**src/design/clk_ctrl_consts.svh**
```systemverilog
// Offsets, field positions, reset values and decode constants of the
// high-frequency clock control block.
// Assumes inclusion by bare name from the design directory.
`ifndef CLK_CTRL_CONSTS_SVH
`define CLK_CTRL_CONSTS_SVH

// ----------------------------------------------------------------------
// Register byte offsets
// ----------------------------------------------------------------------
`define CLK_OFF_CRYSTAL        8'h04
`define CLK_OFF_LOOP_CFG       8'h08
`define CLK_OFF_FINAL_DIV      8'h0c
`define CLK_OFF_SLOW_RING      8'h10

// ----------------------------------------------------------------------
// Field positions
// ----------------------------------------------------------------------
`define CLK_BIT_ENABLE         30
`define CLK_BIT_READY          31
`define CLK_LSB_REF_DIV        0
`define CLK_MSB_REF_DIV        2
`define CLK_LSB_VCO_MULT       4
`define CLK_MSB_VCO_MULT       9
`define CLK_LSB_OUT_DIV        10
`define CLK_MSB_OUT_DIV        11
`define CLK_BIT_HF_SEL         16
`define CLK_BIT_REF_SEL        17
`define CLK_BIT_BYPASS         18
`define CLK_BIT_LOCK           31
`define CLK_LSB_FINAL_DIV      0
`define CLK_MSB_FINAL_DIV      5
`define CLK_BIT_FINAL_BYPASS   8
`define CLK_LSB_SLOW_DIV       0
`define CLK_MSB_SLOW_DIV       5
`define CLK_LSB_SLOW_TRIM      16
`define CLK_MSB_SLOW_TRIM      20

// ----------------------------------------------------------------------
// Reset values
// ----------------------------------------------------------------------
`define CLK_RST_CRYSTAL_EN     1'h1
`define CLK_RST_REF_DIV        3'h1
`define CLK_RST_VCO_MULT       6'h1f
`define CLK_RST_OUT_DIV        2'h3
`define CLK_RST_HF_SEL         1'h0
`define CLK_RST_REF_SEL        1'h1
`define CLK_RST_BYPASS         1'h1
`define CLK_RST_FINAL_DIV      6'h00
`define CLK_RST_FINAL_BYPASS   1'h1
`define CLK_RST_SLOW_DIV       6'h04
`define CLK_RST_SLOW_TRIM      5'h10
`define CLK_RST_SLOW_EN        1'h1

// ----------------------------------------------------------------------
// Decoded ratios after reset
// ----------------------------------------------------------------------
`define CLK_RST_REF_RATIO      3'h2
`define CLK_RST_MULT_RATIO     8'h40
`define CLK_RST_OUT_RATIO      4'h8
`define CLK_RST_FINAL_RATIO    8'h01

`endif

```
**src/design/clk_ctrl_pkg.sv**
```systemverilog
// Types shared by the high-frequency clock control block and its users.
// Assumes the constants header is on the include path.
package clk_ctrl_pkg;

    // ------------------------------------------------------------------
    // Bus carrier
    // ------------------------------------------------------------------
    typedef struct packed {
        logic        cyc;
        logic        stb;
        logic        we;
        logic [7:0]  adr;
        logic [3:0]  sel;
        logic [31:0] dat;
    } wb_req_s;

    // ------------------------------------------------------------------
    // Analog side
    // ------------------------------------------------------------------
    typedef struct packed {
        logic crystal_osc_ready;
        logic pll_lock;
        logic slow_ring_osc_ready;
    } osc_status_s;

    typedef struct packed {
        logic [2:0] ref_div;
        logic [5:0] vco_mult;
        logic [1:0] out_div;
        logic       bypass;
        logic [5:0] final_div;
        logic       final_divide_bypass;
    } loop_ctrl_s;

    typedef struct packed {
        logic [5:0] div;
        logic [4:0] trim;
        logic       en;
    } slow_osc_ctrl_s;

    typedef struct packed {
        logic [2:0] ref_ratio;
        logic [7:0] mult_ratio;
        logic [3:0] out_ratio;
        logic       out_code_bad;
        logic [7:0] final_ratio;
        logic       hf_from_crystal;
    } ratio_s;

    typedef enum logic [1:0] {
        HF_SRC_FAST_RING = 2'b01,
        HF_SRC_PLL       = 2'b10
    } hf_src_e;

    typedef enum logic [1:0] {
        REF_FAST_RING = 2'b01,
        REF_CRYSTAL   = 2'b10
    } pll_ref_e;

endpackage : clk_ctrl_pkg

```
**src/design/hf_clock_pll_and_slow_osc_control.sv**
```systemverilog
// Register file and control logic of the high-frequency clock path:
// crystal oscillator, PLL setup, PLL final divider and slow ring oscillator.
// Assumes a classic Wishbone master on i_clock, analog status flags that
// arrive asynchronously, and a wakeup reset pulse from same-clock logic.
`timescale 1ns/1ps
`include "clk_ctrl_consts.svh"

module hf_clock_pll_and_slow_osc_control (
    input  wire logic                        i_clock,
    input  wire logic                        i_rst,
    input  wire logic                        i_wakeup_rst,
    input  wire clk_ctrl_pkg::wb_req_s       i_wb_req,
    output logic                             o_wb_ack,
    output logic [31:0]                      o_wb_dat,
    input  wire clk_ctrl_pkg::osc_status_s   i_osc_status,
    output logic                             o_crystal_osc_en,
    output clk_ctrl_pkg::loop_ctrl_s         o_loop_ctrl,
    output clk_ctrl_pkg::pll_ref_e           o_pll_ref,
    output clk_ctrl_pkg::hf_src_e            o_hf_src,
    output clk_ctrl_pkg::slow_osc_ctrl_s     o_slow_osc_ctrl,
    output clk_ctrl_pkg::ratio_s             o_ratio
);
    import clk_ctrl_pkg::*;

    // ------------------------------------------------------------------
    // Declarations
    // ------------------------------------------------------------------
    logic           ack_reg;
    logic [31:0]    rdata_reg;
    logic [31:0]    rdata_next;
    logic [31:0]    wmask;
    logic [31:0]    wdata;
    logic           access;
    logic           wr_crystal;
    logic           wr_loop;
    logic           wr_final;
    logic           wr_slow;
    logic [2:0]     meta_reg;
    logic [2:0]     sync_reg;
    logic           crystal_en_reg;
    logic [2:0]     ref_div_reg;
    logic [5:0]     vco_mult_reg;
    logic [1:0]     out_div_reg;
    logic           hf_sel_reg;
    logic           ref_sel_reg;
    logic           bypass_reg;
    logic [5:0]     final_div_reg;
    logic           final_bypass_reg;
    logic [5:0]     slow_div_reg;
    logic [4:0]     slow_trim_reg;
    logic           slow_en_reg;
    pll_ref_e       pll_ref_reg;
    hf_src_e        hf_src_reg;
    ratio_s         ratio_reg;
    ratio_s         ratio_next;
    logic           crystal_rdy;
    logic           pll_lock;
    logic           slow_rdy;

    // ------------------------------------------------------------------
    // Bus decode
    // ------------------------------------------------------------------
    // Byte lanes: each sel bit opens eight data bits
    genvar gb;
    generate
        for (gb = 0; gb < 4; gb = gb + 1) begin : g_lane
            assign wmask[gb*8 +: 8] = {8{i_wb_req.sel[gb]}};
        end
    endgenerate

    assign access     = i_wb_req.cyc & i_wb_req.stb & ~ack_reg;
    assign wdata      = i_wb_req.dat & wmask;
    assign wr_crystal = access & i_wb_req.we
                        & (i_wb_req.adr == `CLK_OFF_CRYSTAL);
    assign wr_loop    = access & i_wb_req.we
                        & (i_wb_req.adr == `CLK_OFF_LOOP_CFG);
    assign wr_final   = access & i_wb_req.we
                        & (i_wb_req.adr == `CLK_OFF_FINAL_DIV);
    assign wr_slow    = access & i_wb_req.we
                        & (i_wb_req.adr == `CLK_OFF_SLOW_RING);

    // Every access is answered one cycle later, mapped or not
    // A strobe held into the ack cycle is not taken a second time
    always_ff @(posedge i_clock or posedge i_rst) begin
        if (i_rst) begin
            ack_reg <= 1'h0;
        end else begin
            ack_reg <= access;
        end
    end

    // ------------------------------------------------------------------
    // Status synchronisers
    // ------------------------------------------------------------------
    // Flags come from free-running analog parts, so two flops first
    // Two-stage flag sync
    genvar gs;
    generate
        for (gs = 0; gs < 3; gs = gs + 1) begin : g_sync
            always_ff @(posedge i_clock or posedge i_rst) begin
                if (i_rst) begin
                    meta_reg[gs] <= 1'h0;
                    sync_reg[gs] <= 1'h0;
                end else begin
                    meta_reg[gs] <= i_osc_status[gs];
                    sync_reg[gs] <= meta_reg[gs];
                end
            end
        end
    endgenerate

    // Struct order: crystal ready, lock, slow ready (msb first)
    assign slow_rdy    = sync_reg[0];
    assign pll_lock    = sync_reg[1];
    assign crystal_rdy = sync_reg[2];

    // ------------------------------------------------------------------
    // Crystal oscillator
    // ------------------------------------------------------------------
    // Only lane 3 reaches the enable; other lanes leave it alone
    // Enable set at wakeup, software clears
    always_ff @(posedge i_clock or posedge i_rst) begin
        if (i_rst) begin
            crystal_en_reg <= `CLK_RST_CRYSTAL_EN;
        end else if (i_wakeup_rst) begin
            crystal_en_reg <= `CLK_RST_CRYSTAL_EN;
        end else if (wr_crystal & i_wb_req.sel[3]) begin
            crystal_en_reg <= wdata[`CLK_BIT_ENABLE];
        end
    end

    // ------------------------------------------------------------------
    // PLL configuration
    // ------------------------------------------------------------------
    // Wakeup beats a write in the same cycle; the write is lost
    // Ratio fields writable in bypass
    always_ff @(posedge i_clock or posedge i_rst) begin
        if (i_rst) begin
            ref_div_reg  <= `CLK_RST_REF_DIV;
            vco_mult_reg <= `CLK_RST_VCO_MULT;
            out_div_reg  <= `CLK_RST_OUT_DIV;
        end else if (i_wakeup_rst) begin
            ref_div_reg  <= `CLK_RST_REF_DIV;
            vco_mult_reg <= `CLK_RST_VCO_MULT;
            out_div_reg  <= `CLK_RST_OUT_DIV;
        end else if (wr_loop) begin
            ref_div_reg  <= (ref_div_reg & ~wmask[2:0])
                            | wdata[`CLK_MSB_REF_DIV:`CLK_LSB_REF_DIV];
            vco_mult_reg <= (vco_mult_reg & ~wmask[9:4])
                            | wdata[`CLK_MSB_VCO_MULT:`CLK_LSB_VCO_MULT];
            out_div_reg  <= (out_div_reg & ~wmask[11:10])
                            | wdata[`CLK_MSB_OUT_DIV:`CLK_LSB_OUT_DIV];
        end
    end

    always_ff @(posedge i_clock or posedge i_rst) begin
        if (i_rst) begin
            hf_sel_reg  <= `CLK_RST_HF_SEL;
            ref_sel_reg <= `CLK_RST_REF_SEL;
            bypass_reg  <= `CLK_RST_BYPASS;
        end else if (i_wakeup_rst) begin
            hf_sel_reg  <= `CLK_RST_HF_SEL;
            ref_sel_reg <= `CLK_RST_REF_SEL;
            bypass_reg  <= `CLK_RST_BYPASS;
        end else if (wr_loop & i_wb_req.sel[2]) begin
            hf_sel_reg  <= wdata[`CLK_BIT_HF_SEL];
            ref_sel_reg <= wdata[`CLK_BIT_REF_SEL];
            bypass_reg  <= wdata[`CLK_BIT_BYPASS];
        end
    end

    // Clock steering follows the stored bits one cycle later
    // Bypass routes selected reference
    always_ff @(posedge i_clock or posedge i_rst) begin
        if (i_rst) begin
            pll_ref_reg <= REF_CRYSTAL;
            hf_src_reg  <= HF_SRC_FAST_RING;
        end else begin
            pll_ref_reg <= ref_sel_reg ? REF_CRYSTAL : REF_FAST_RING;
            hf_src_reg  <= hf_sel_reg ? HF_SRC_PLL : HF_SRC_FAST_RING;
        end
    end

    // ------------------------------------------------------------------
    // PLL final divider
    // ------------------------------------------------------------------
    // Only bit 8 of the bypass field is stored; the rest read as zero
    // Divide-by-1 after reset
    always_ff @(posedge i_clock or posedge i_rst) begin
        if (i_rst) begin
            final_div_reg    <= `CLK_RST_FINAL_DIV;
            final_bypass_reg <= `CLK_RST_FINAL_BYPASS;
        end else if (i_wakeup_rst) begin
            final_div_reg    <= `CLK_RST_FINAL_DIV;
            final_bypass_reg <= `CLK_RST_FINAL_BYPASS;
        end else if (wr_final) begin
            final_div_reg    <= (final_div_reg & ~wmask[5:0])
                                | wdata[`CLK_MSB_FINAL_DIV:`CLK_LSB_FINAL_DIV];
            if (i_wb_req.sel[1]) begin
                final_bypass_reg <= wdata[`CLK_BIT_FINAL_BYPASS];
            end
        end
    end

    // ------------------------------------------------------------------
    // Slow ring oscillator
    // ------------------------------------------------------------------
    // Only power-on reset touches it: it lives in the always-on domain
    // Middle tap, divide by five
    always_ff @(posedge i_clock or posedge i_rst) begin
        if (i_rst) begin
            slow_div_reg  <= `CLK_RST_SLOW_DIV;
            slow_trim_reg <= `CLK_RST_SLOW_TRIM;
            slow_en_reg   <= `CLK_RST_SLOW_EN;
        end else if (wr_slow) begin
            slow_div_reg  <= (slow_div_reg & ~wmask[5:0])
                             | wdata[`CLK_MSB_SLOW_DIV:`CLK_LSB_SLOW_DIV];
            slow_trim_reg <= (slow_trim_reg & ~wmask[20:16])
                             | wdata[`CLK_MSB_SLOW_TRIM:`CLK_LSB_SLOW_TRIM];
            if (i_wb_req.sel[3]) begin
                slow_en_reg <= wdata[`CLK_BIT_ENABLE];
            end
        end
    end

    // ------------------------------------------------------------------
    // Ratio decode
    // ------------------------------------------------------------------
    // Ratios are registered, so they lag the fields by one cycle
    always_comb begin
        ratio_next = '0;
        ratio_next.ref_ratio  = {1'h0, ref_div_reg[1:0]} + 3'h1;
        ratio_next.mult_ratio = {1'h0, vco_mult_reg, 1'h0} + 8'h02;
        unique case (out_div_reg)
            2'h1: ratio_next.out_ratio = 4'h2;
            2'h2: ratio_next.out_ratio = 4'h4;
            2'h3: ratio_next.out_ratio = 4'h8;
            // Code zero is kept as written and only flagged
            2'h0: begin
                ratio_next.out_ratio    = 4'h0;
                ratio_next.out_code_bad = 1'h1;
            end
        endcase
        if (final_bypass_reg) begin
            ratio_next.final_ratio = 8'h01;
        end else begin
            ratio_next.final_ratio = {1'h0, final_div_reg, 1'h0} + 8'h02;
        end
        ratio_next.hf_from_crystal = hf_sel_reg & bypass_reg & ref_sel_reg;
    end

    always_ff @(posedge i_clock or posedge i_rst) begin
        if (i_rst) begin
            ratio_reg                 <= '0;
            ratio_reg.ref_ratio       <= `CLK_RST_REF_RATIO;
            ratio_reg.mult_ratio      <= `CLK_RST_MULT_RATIO;
            ratio_reg.out_ratio       <= `CLK_RST_OUT_RATIO;
            ratio_reg.final_ratio     <= `CLK_RST_FINAL_RATIO;
        end else begin
            ratio_reg <= ratio_next;
        end
    end

    // ------------------------------------------------------------------
    // Read path
    // ------------------------------------------------------------------
    always_comb begin
        // Reserved bits and unmapped offsets read as zero
        rdata_next = 32'h0000_0000;
        unique case (i_wb_req.adr)
            `CLK_OFF_CRYSTAL: begin
                rdata_next[`CLK_BIT_READY]  = crystal_rdy;
                rdata_next[`CLK_BIT_ENABLE] = crystal_en_reg;
            end
            `CLK_OFF_LOOP_CFG: begin
                rdata_next[`CLK_MSB_REF_DIV:`CLK_LSB_REF_DIV]   = ref_div_reg;
                rdata_next[`CLK_MSB_VCO_MULT:`CLK_LSB_VCO_MULT] = vco_mult_reg;
                rdata_next[`CLK_MSB_OUT_DIV:`CLK_LSB_OUT_DIV]   = out_div_reg;
                rdata_next[`CLK_BIT_HF_SEL]  = hf_sel_reg;
                rdata_next[`CLK_BIT_REF_SEL] = ref_sel_reg;
                rdata_next[`CLK_BIT_BYPASS]  = bypass_reg;
                rdata_next[`CLK_BIT_LOCK]    = pll_lock;
            end
            `CLK_OFF_FINAL_DIV: begin
                rdata_next[`CLK_MSB_FINAL_DIV:`CLK_LSB_FINAL_DIV] =
                    final_div_reg;
                rdata_next[`CLK_BIT_FINAL_BYPASS] = final_bypass_reg;
            end
            `CLK_OFF_SLOW_RING: begin
                rdata_next[`CLK_MSB_SLOW_DIV:`CLK_LSB_SLOW_DIV]   =
                    slow_div_reg;
                rdata_next[`CLK_MSB_SLOW_TRIM:`CLK_LSB_SLOW_TRIM] =
                    slow_trim_reg;
                rdata_next[`CLK_BIT_ENABLE] = slow_en_reg;
                rdata_next[`CLK_BIT_READY]  = slow_rdy;
            end
            default: begin
                rdata_next = 32'h0000_0000;
            end
        endcase
    end

    // Data is latched with ack so it stands while ack is high
    always_ff @(posedge i_clock or posedge i_rst) begin
        if (i_rst) begin
            rdata_reg <= 32'h0000_0000;
        end else if (access) begin
            rdata_reg <= rdata_next;
        end
    end

    // ------------------------------------------------------------------
    // Outputs
    // ------------------------------------------------------------------
    // Each output is a register or a field of one
    assign o_wb_ack                        = ack_reg;
    assign o_wb_dat                        = rdata_reg;
    assign o_crystal_osc_en                = crystal_en_reg;
    assign o_loop_ctrl.ref_div             = ref_div_reg;
    assign o_loop_ctrl.vco_mult            = vco_mult_reg;
    assign o_loop_ctrl.out_div             = out_div_reg;
    assign o_loop_ctrl.bypass              = bypass_reg;
    assign o_loop_ctrl.final_div           = final_div_reg;
    assign o_loop_ctrl.final_divide_bypass = final_bypass_reg;
    assign o_pll_ref                       = pll_ref_reg;
    assign o_hf_src                        = hf_src_reg;
    assign o_slow_osc_ctrl.div             = slow_div_reg;
    assign o_slow_osc_ctrl.trim            = slow_trim_reg;
    assign o_slow_osc_ctrl.en              = slow_en_reg;
    assign o_ratio                         = ratio_reg;

endmodule : hf_clock_pll_and_slow_osc_control

```
**config.mk**
```make
export PLATFORM = sky130hd
export DESIGN_NAME = hf_clock_pll_and_slow_osc_control
export DESIGN_NICKNAME = d
export VERILOG_FILES = /design/src/design/clk_ctrl_pkg.sv /design/src/design/hf_clock_pll_and_slow_osc_control.sv
export VERILOG_INCLUDE_DIRS = /design/src /design/src/design
export SDC_FILE = /design/constraint.sdc
export NUM_CORES = 1
export LEC_CHECK = 0
export BUFFER_PORTS_ARGS = -buffer_cell sky130_fd_sc_hd__buf_2
export CORE_ASPECT_RATIO = 0.5
export CORE_MARGIN = 2
export CORE_UTILIZATION = 35
export DETAILED_ROUTE_END_ITERATION = 12
export PLACE_DENSITY = 0.56
export SYNTH_ARGS = -nofsm -noshare
export SYNTH_HDL_FRONTEND = slang
export SYNTH_SLANG_ARGS = --single-unit
export TNS_END_PERCENT = 1
```
**constraint.sdc**
```tcl
create_clock -name i_clock -period 5.93 [get_ports i_clock]
set_clock_uncertainty 0.05 [all_clocks]
set_input_delay 0 -clock i_clock [delete_from_list [all_inputs] [get_ports i_clock]]
set_output_delay 0 -clock i_clock [all_outputs]
set_load 0.01 [all_outputs]
```
==> results.toml, run 1 <==
[yosys]
syn_inst = 307
post_synthesis_sequential_element_count = 87
main_area_contributors_after_synthesis = "dfrtp_1 (43%), dfstp_2 (14%), mux2i_1 (7.0%)"
synth_xor_xnor_area_share_pct = 1.593
synth-compound-area-share_pct = 5.559
syn_area_mm2 = 0.003849
seq_area_frac_synth_pct = 57.25
syn-mean-instance-area_um2 = 12.54
post_synth_fa_ha_maj_area_fraction_pct = 0.9753
synthArstFlopShare_pct = 100.0
most_frequent_cell_after_synthesis = "dfrtp_1"
synth_top_area_share_pct = 42.91
synth_top_cells_by_count = "dfrtp_1 (66), nor2_1 (28), mux2i_1 (27)"
number_of_flops_mapped_to_enable_cells_by_yosys = 0
dominantRegCellSynth = "dfrtp_1"
muxShareOfSynthArea_pct = 10.53
synth_warnings = 0
yosys.cell_types.count = 44
synth.largest_area_cell = "dfrtp_1"
synth-simple-area-share_pct = 18.21
synth_top_family_by_area = "simple AND/OR/NAND/NOR gates"

[timing]
timing.setup.tns_ns = 0
max_slew.worst_pin.slew_ns = 0.9096
min_period_over_period_pct = 33.90
clock.fmax_mhz = 497.4
final_max_slew_viol_count = 0
finalCriticalPeriod_ns = 2.011
setup_viol = 0
hold_ws_ns = 0.02980
rsz_0062_raised_after_global_routing = "no"
final-hold-violation-count = 0
max-slew-margin-rel_pct = 38.80

[place]
place.gp.congestion = 0.7441
detailed_place_hpwl_um = 6453
io_buffer_count = 117
placedInstanceArea_mm2 = 0.004493

[clock_network]
clk_root_buffer_cell = "clkbuf_16"
number_of_buffers_created_by_cts = 9
cts_tree = "yes"
cts_repair_resize_count = 0
cts_max_level = 3
cts_setup_buffers = 0
clk_pin_slew_ns = 0.06
clock_path_buffers = 2
clock_sinks = 87
worst_skew_pair.late_latency_ns = 0.33

[drt]
vias = 2761
first_pass_iters = 4
route.detailed.wl_per_inst_um = 15.72
post_drt_via_cell_ratio = 4.664
ant_nets = 0
wl_um = 9308
drt-initial-drc-count = 132
remaining_drc_errors = 0

[power_and_ir_drop]
irDropWorstVdd_mv = 0.1382
leakage_nw = 2.499
total_power_mw = 1.228
power-per-cell-area_mw_per_mm2 = 244.6

[run]
timing.max_cap.violations = 0

[worst_setup_path]
crit_type = "in -> reg"
critical_path.endpoint_type = "flop"
cp_top_family = "simple AND/OR/NAND/NOR gates"
critical_path_buf_inv_count = 1
crit_required_ns = 6.10
crit_path_max_incr_delay_ns = 0.94
start_kind = "primary input"
reg2reg_slack_ns = 3.96
cp_cell_instances = "buf_2 -> or4_1 -> nor4_4 -> mux2_2"
path_max_fanout = 15
worst_path_max_delay_cell = "or4_1"
critical_path_arrival_ns = 2.18

[worst_hold_path]
worstHoldPathType = "in -> reg"

[global_routing]
grt_remaining_overflow = 0
grt_pass1_wl_um = 14810
first_global_vias = 2706
grt_antenna_before_repair = 0
grt_start_max_net_pins = 62
grt_util_all_layers_pct = 16.04

[floorplanning]
std_cell_rows = 26
initial_core_util_pct = 36.86
fp.coreArea_mm2 = 0.01044
pin_count = 147
die_boundary_height_um = 78.15
fp.dieW_um = 152.3
die_area_mm2 = 0.01190

[run_status]
outcome = "finished clean"

[final_layout]
n_antenna_cell = 0
finalNetCount = 503
final_cell_area_mm2 = 0.005022
relative_area_change_from_synthesis_to_final_layout_pct = 30.49
final_layout_size_suffix_gt1_share_pct = 39.60
cells in the final DEF, fill, tap and decap left out, drive strengths merged, types with 10 or more instances in the layout:
cell type    Yosys  final
a22o            14     14
nand2b          19     19
nor2            28     28
mux2i           27     27
dfstp           21     21
mux2            12     12
dfrtp           66     66
nor4            10     10
dlygate4sd3      0     24
buf             23    121
conb             1     15
logic make-up after synthesis:
| logic type | count (synthesis) |
|---|---|
| AO/OA/AOI/OAI | 25 |
| XOR/XNOR | 7 |
| adder cells (fa/ha/maj) | 3 |
| buffers and inverters | 36 |
| flip-flops | 87 |
| multiplexers | 39 |
| other | 1 |
| AND/OR/NAND/NOR | 109 |
layer usage:
metal	up-vias	track usage, %	routed length [um]
li1	1329	-	-
met1	1359	21.07	4442
met2	69	26.71	4485
met3	4	4.252	318
met4	0	3.925	61
met5	-	0	0
area by class of cell:
| cell class | instances | area (um2) |
|---|---|---|
| flip-flops and latches | 87 | 2203 |
| fillers | 984 | 5420 |
| multi-input cells | 198 | 1475 |
| clock buffers | 9 | 225.2 |
| inverters | 6 | 23.77 |
| well taps | 140 | 175.2 |
| repair buffers | 145 | 855.8 |
| clock inverters | 7 | 63.81 |
through the flow:
| stage | utilization, % | cells | setup WS, ns |
|---|---|---|---|
| finish | 48.09 | 592 | 3.919 |
| global route | 48.09 | 592 | 3.814 |
| CTS | 48.09 | 592 | 3.917 |
| detailed placement | 43.03 | 552 | 3.567 |
| global placement | 43.03 | 552 | 3.584 |
| floorplan | - | 321 | 3.665 |
worst min-delay path: cells and delay by family:
kind	cells	cell delay [ns]
and+or+nand+nor	3	0.28
buffers and inverters	1	0.08
report_power, final:
| group | internal [mW] | switching [mW] |
|---|---|---|
| Clock | 0.323 | 0.227 |
| Combinational | 0.0311 | 0.0479 |
| Sequential | 0.598 | 0.00160 |
| Total | 0.952 | 0.276 |
worst paths after layout:
path / start / endpoint / depth (start not counted)
min in group asynchronous: i_rst / o_ratio[11]$_DFF_PP0_ / 3
worst min-delay path: i_wb_req[42] / o_wb_dat[17]$_DFFE_PP0N_ / 4
worst min register to register: meta_reg[1]$_DFF_PP0_ / pll_lock$_DFF_PP0_ / 0
worst max register to register: o_wb_ack$_DFF_PP0_ / flop / 4
max in group asynchronous: i_rst / crystal_rdy$_DFF_PP0_ / 4
worst max-delay path: i_wb_req[36] / flop / 4
timing repair:
action	in CTS	in global routing
hold endpoints to repair	63	0
hold buffers	24	0
setup endpoints to repair	0	0
Power figures use the tool's default switching activity.
==> run 2: changes to the inputs <==
PLACE_DENSITY = 0.59   (was 0.56)
clock period = 1.82 ns   (was 5.93 ns; I/O delays follow)
==> run 2 against run 1 <==
Power grew to 3.4 times the previous value. Design area grew 4.2%. Global-route usage is essentially flat. Sequential share of layout area shrank 1.8 points. Critical path depth grew 1. Routed wire length is essentially flat. Clock-buffer cell count grew 5. Utilization grew 2.0 points. Largest cell class unchanged. Highest routed layer unchanged.
==> results.toml, run 2 (synthesized netlist as in run 1, its figures left out) <==
[drt]
first_pass_iters = 4
post_drt_via_cell_ratio = 4.658
vias = 2851
wl_um = 9316
drt-initial-drc-count = 132
route.detailed.wl_per_inst_um = 15.22
remaining_drc_errors = 0
ant_nets = 0

[worst_setup_path]
critical_path_buf_inv_count = 2
critical_path_arrival_ns = 1.90
worst_path_max_delay_cell = "dfrtp_1"
start_kind = "flop"
crit_required_ns = 1.98
cp_cell_instances = "nand4bb_4 -> buf_6 -> nor4_4 -> buf_6 -> mux2_2"
critPathMostFrequentCell = "buf_6"
critical_path.endpoint_type = "flop"
cp_top_family = "simple AND/OR/NAND/NOR gates"
path_max_fanout = 6
crit_type = "reg -> reg"
crit_path_max_incr_delay_ns = 0.39

[final_layout]
multi_input_logic_area_mm2 = 0.001491
finalNetCount = 523
relative_area_change_from_synthesis_to_final_layout_pct = 35.99
mostFrequentLayoutCell = "buf_2"
n_antenna_cell = 0
final_cell_area_mm2 = 0.005234
layout_common_cells = "buf_2 (118), dfrtp_1 (66), nor2_1 (28), mux2i_1 (27), dlygate4sd3_1 (23)"
filler_cell_count = 961
seq_area_mm2 = 0.002203
final_layout_size_suffix_gt1_share_pct = 41.53

[run_status]
outcome = "finished clean"

[timing]
max-slew-margin-rel_pct = 55.30
final-hold-violation-count = 0
rsz_0062_raised_after_global_routing = "no"
min_period_over_period_pct = 95.48
timing.setup.tns_ns = 0
clock.fmax_mhz = 575.5
finalCriticalPeriod_ns = 1.738
setup_viol = 0
final_max_slew_viol_count = 0
max_slew.worst_pin.slew_ns = 0.6705

[floorplanning]
initial_core_util_pct = 36.86
pin_count = 147
die_area_mm2 = 0.01190
std_cell_rows = 26
fp.coreArea_mm2 = 0.01044
die_boundary_height_um = 78.15
fp.dieW_um = 152.3

[power_and_ir_drop]
power-per-cell-area_mw_per_mm2 = 789.9
leakage_nw = 2.603
irDropWorstVdd_mv = 0.4815

[place]
detailed_place_hpwl_um = 6639
place.gp.congestion = 0.8122
io_buffer_count = 117
placedInstanceArea_mm2 = 0.004648

[run]
timing.max_cap.violations = 0

[global_routing]
first_global_vias = 2838
grt_util_all_layers_pct = 16.02
grt_start_max_net_pins = 67
grt_antenna_before_repair = 0
grt_pass1_wl_um = 14990
grt_remaining_overflow = 0

[clock_network]
number_of_buffers_created_by_cts = 9
clk_root_buffer_cell = "clkbuf_16"
clock_path_buffers = 2
worst_skew_pair.late_latency_ns = 0.33
cts_max_level = 3
clock_sinks = 87
clk_pin_slew_ns = 0.06
cts_tree = "yes"

[worst_hold_path]
worstHoldPathType = "in -> reg"
-- run 2: final timing paths --
path	startpoint	end	slack, ns	cells past startpoint
max in group asynchronous	i_rst	o_ratio[23]$_DFF_PP1_	1.10	4
min in group asynchronous	i_rst	o_wb_dat[9]$_DFFE_PP0N_	0.27	4
min reg2reg	meta_reg[1]$_DFF_PP0_	pll_lock$_DFF_PP0_	0.30	0
max reg2reg	o_wb_ack$_DFF_PP0_	flop	0.08	5
max	o_wb_ack$_DFF_PP0_	flop	0.08	5
min	i_wb_req[44]	o_crystal_osc_en$_DFFE_PP1P_	0.01	4
-- run 2: what timing repair did --
item,CTS,global route
hold endpoints to repair,108,0
endpoints found under the setup margin,0,11
gates resized for setup,0,3
setup buffers,0,3
hold buffers,23,0
-- run 2: tightest hold or removal path, cell delays in order --
cell     delay [ns]
buf_2          0.12
nand2_1        0.09
nor4b_1        0.06
mux2i_1        0.11
-- run 2: power by group --
part           switching, mW  total [mW]  internal (mW)
sequential           0.00489        1.95           1.95
combinational          0.163       0.284          0.121
clock                  0.691        1.90           1.21
-- run 2: metal layers --
metal	track usage (%)	vias to the layer above	routed length (um)
met5	0	-	0
met4	3.925	0	80
met3	4.031	9	337
met2	27.07	67	4546
met1	20.88	1405	4351
li1	-	1370	-
-- run 2: area by class of cell --
type,count,area share (%)
multi-input combinational,198,28.50
timing repair buffer,165,19.75
inverter,6,0.5020
clock inverter,2,1.148
sequential,87,42.10
clock buffer,14,4.662
tap,140,3.347
-- run 2: through the flow --
step | hold slack, ns | util (%) | setup slack, ns | total power [mW] | std cells
6_report | 0.01022 | 50.12 | 0.08235 | 4.134 | 612
5_1_grt | 0.04725 | 50.12 | 0.007264 | 4.328 | 612
3_3_place_gp | 0.06223 | 44.51 | 0.04150 | 2.224 | 569
2_1_floorplan | -0.01857 | - | -0.1119 | 2.140 | 321
3_5_place_dp | 0.06002 | 44.51 | 0.008980 | 2.225 | 569
4_1_cts | 0.01444 | 49.63 | 0.01121 | 4.183 | 608
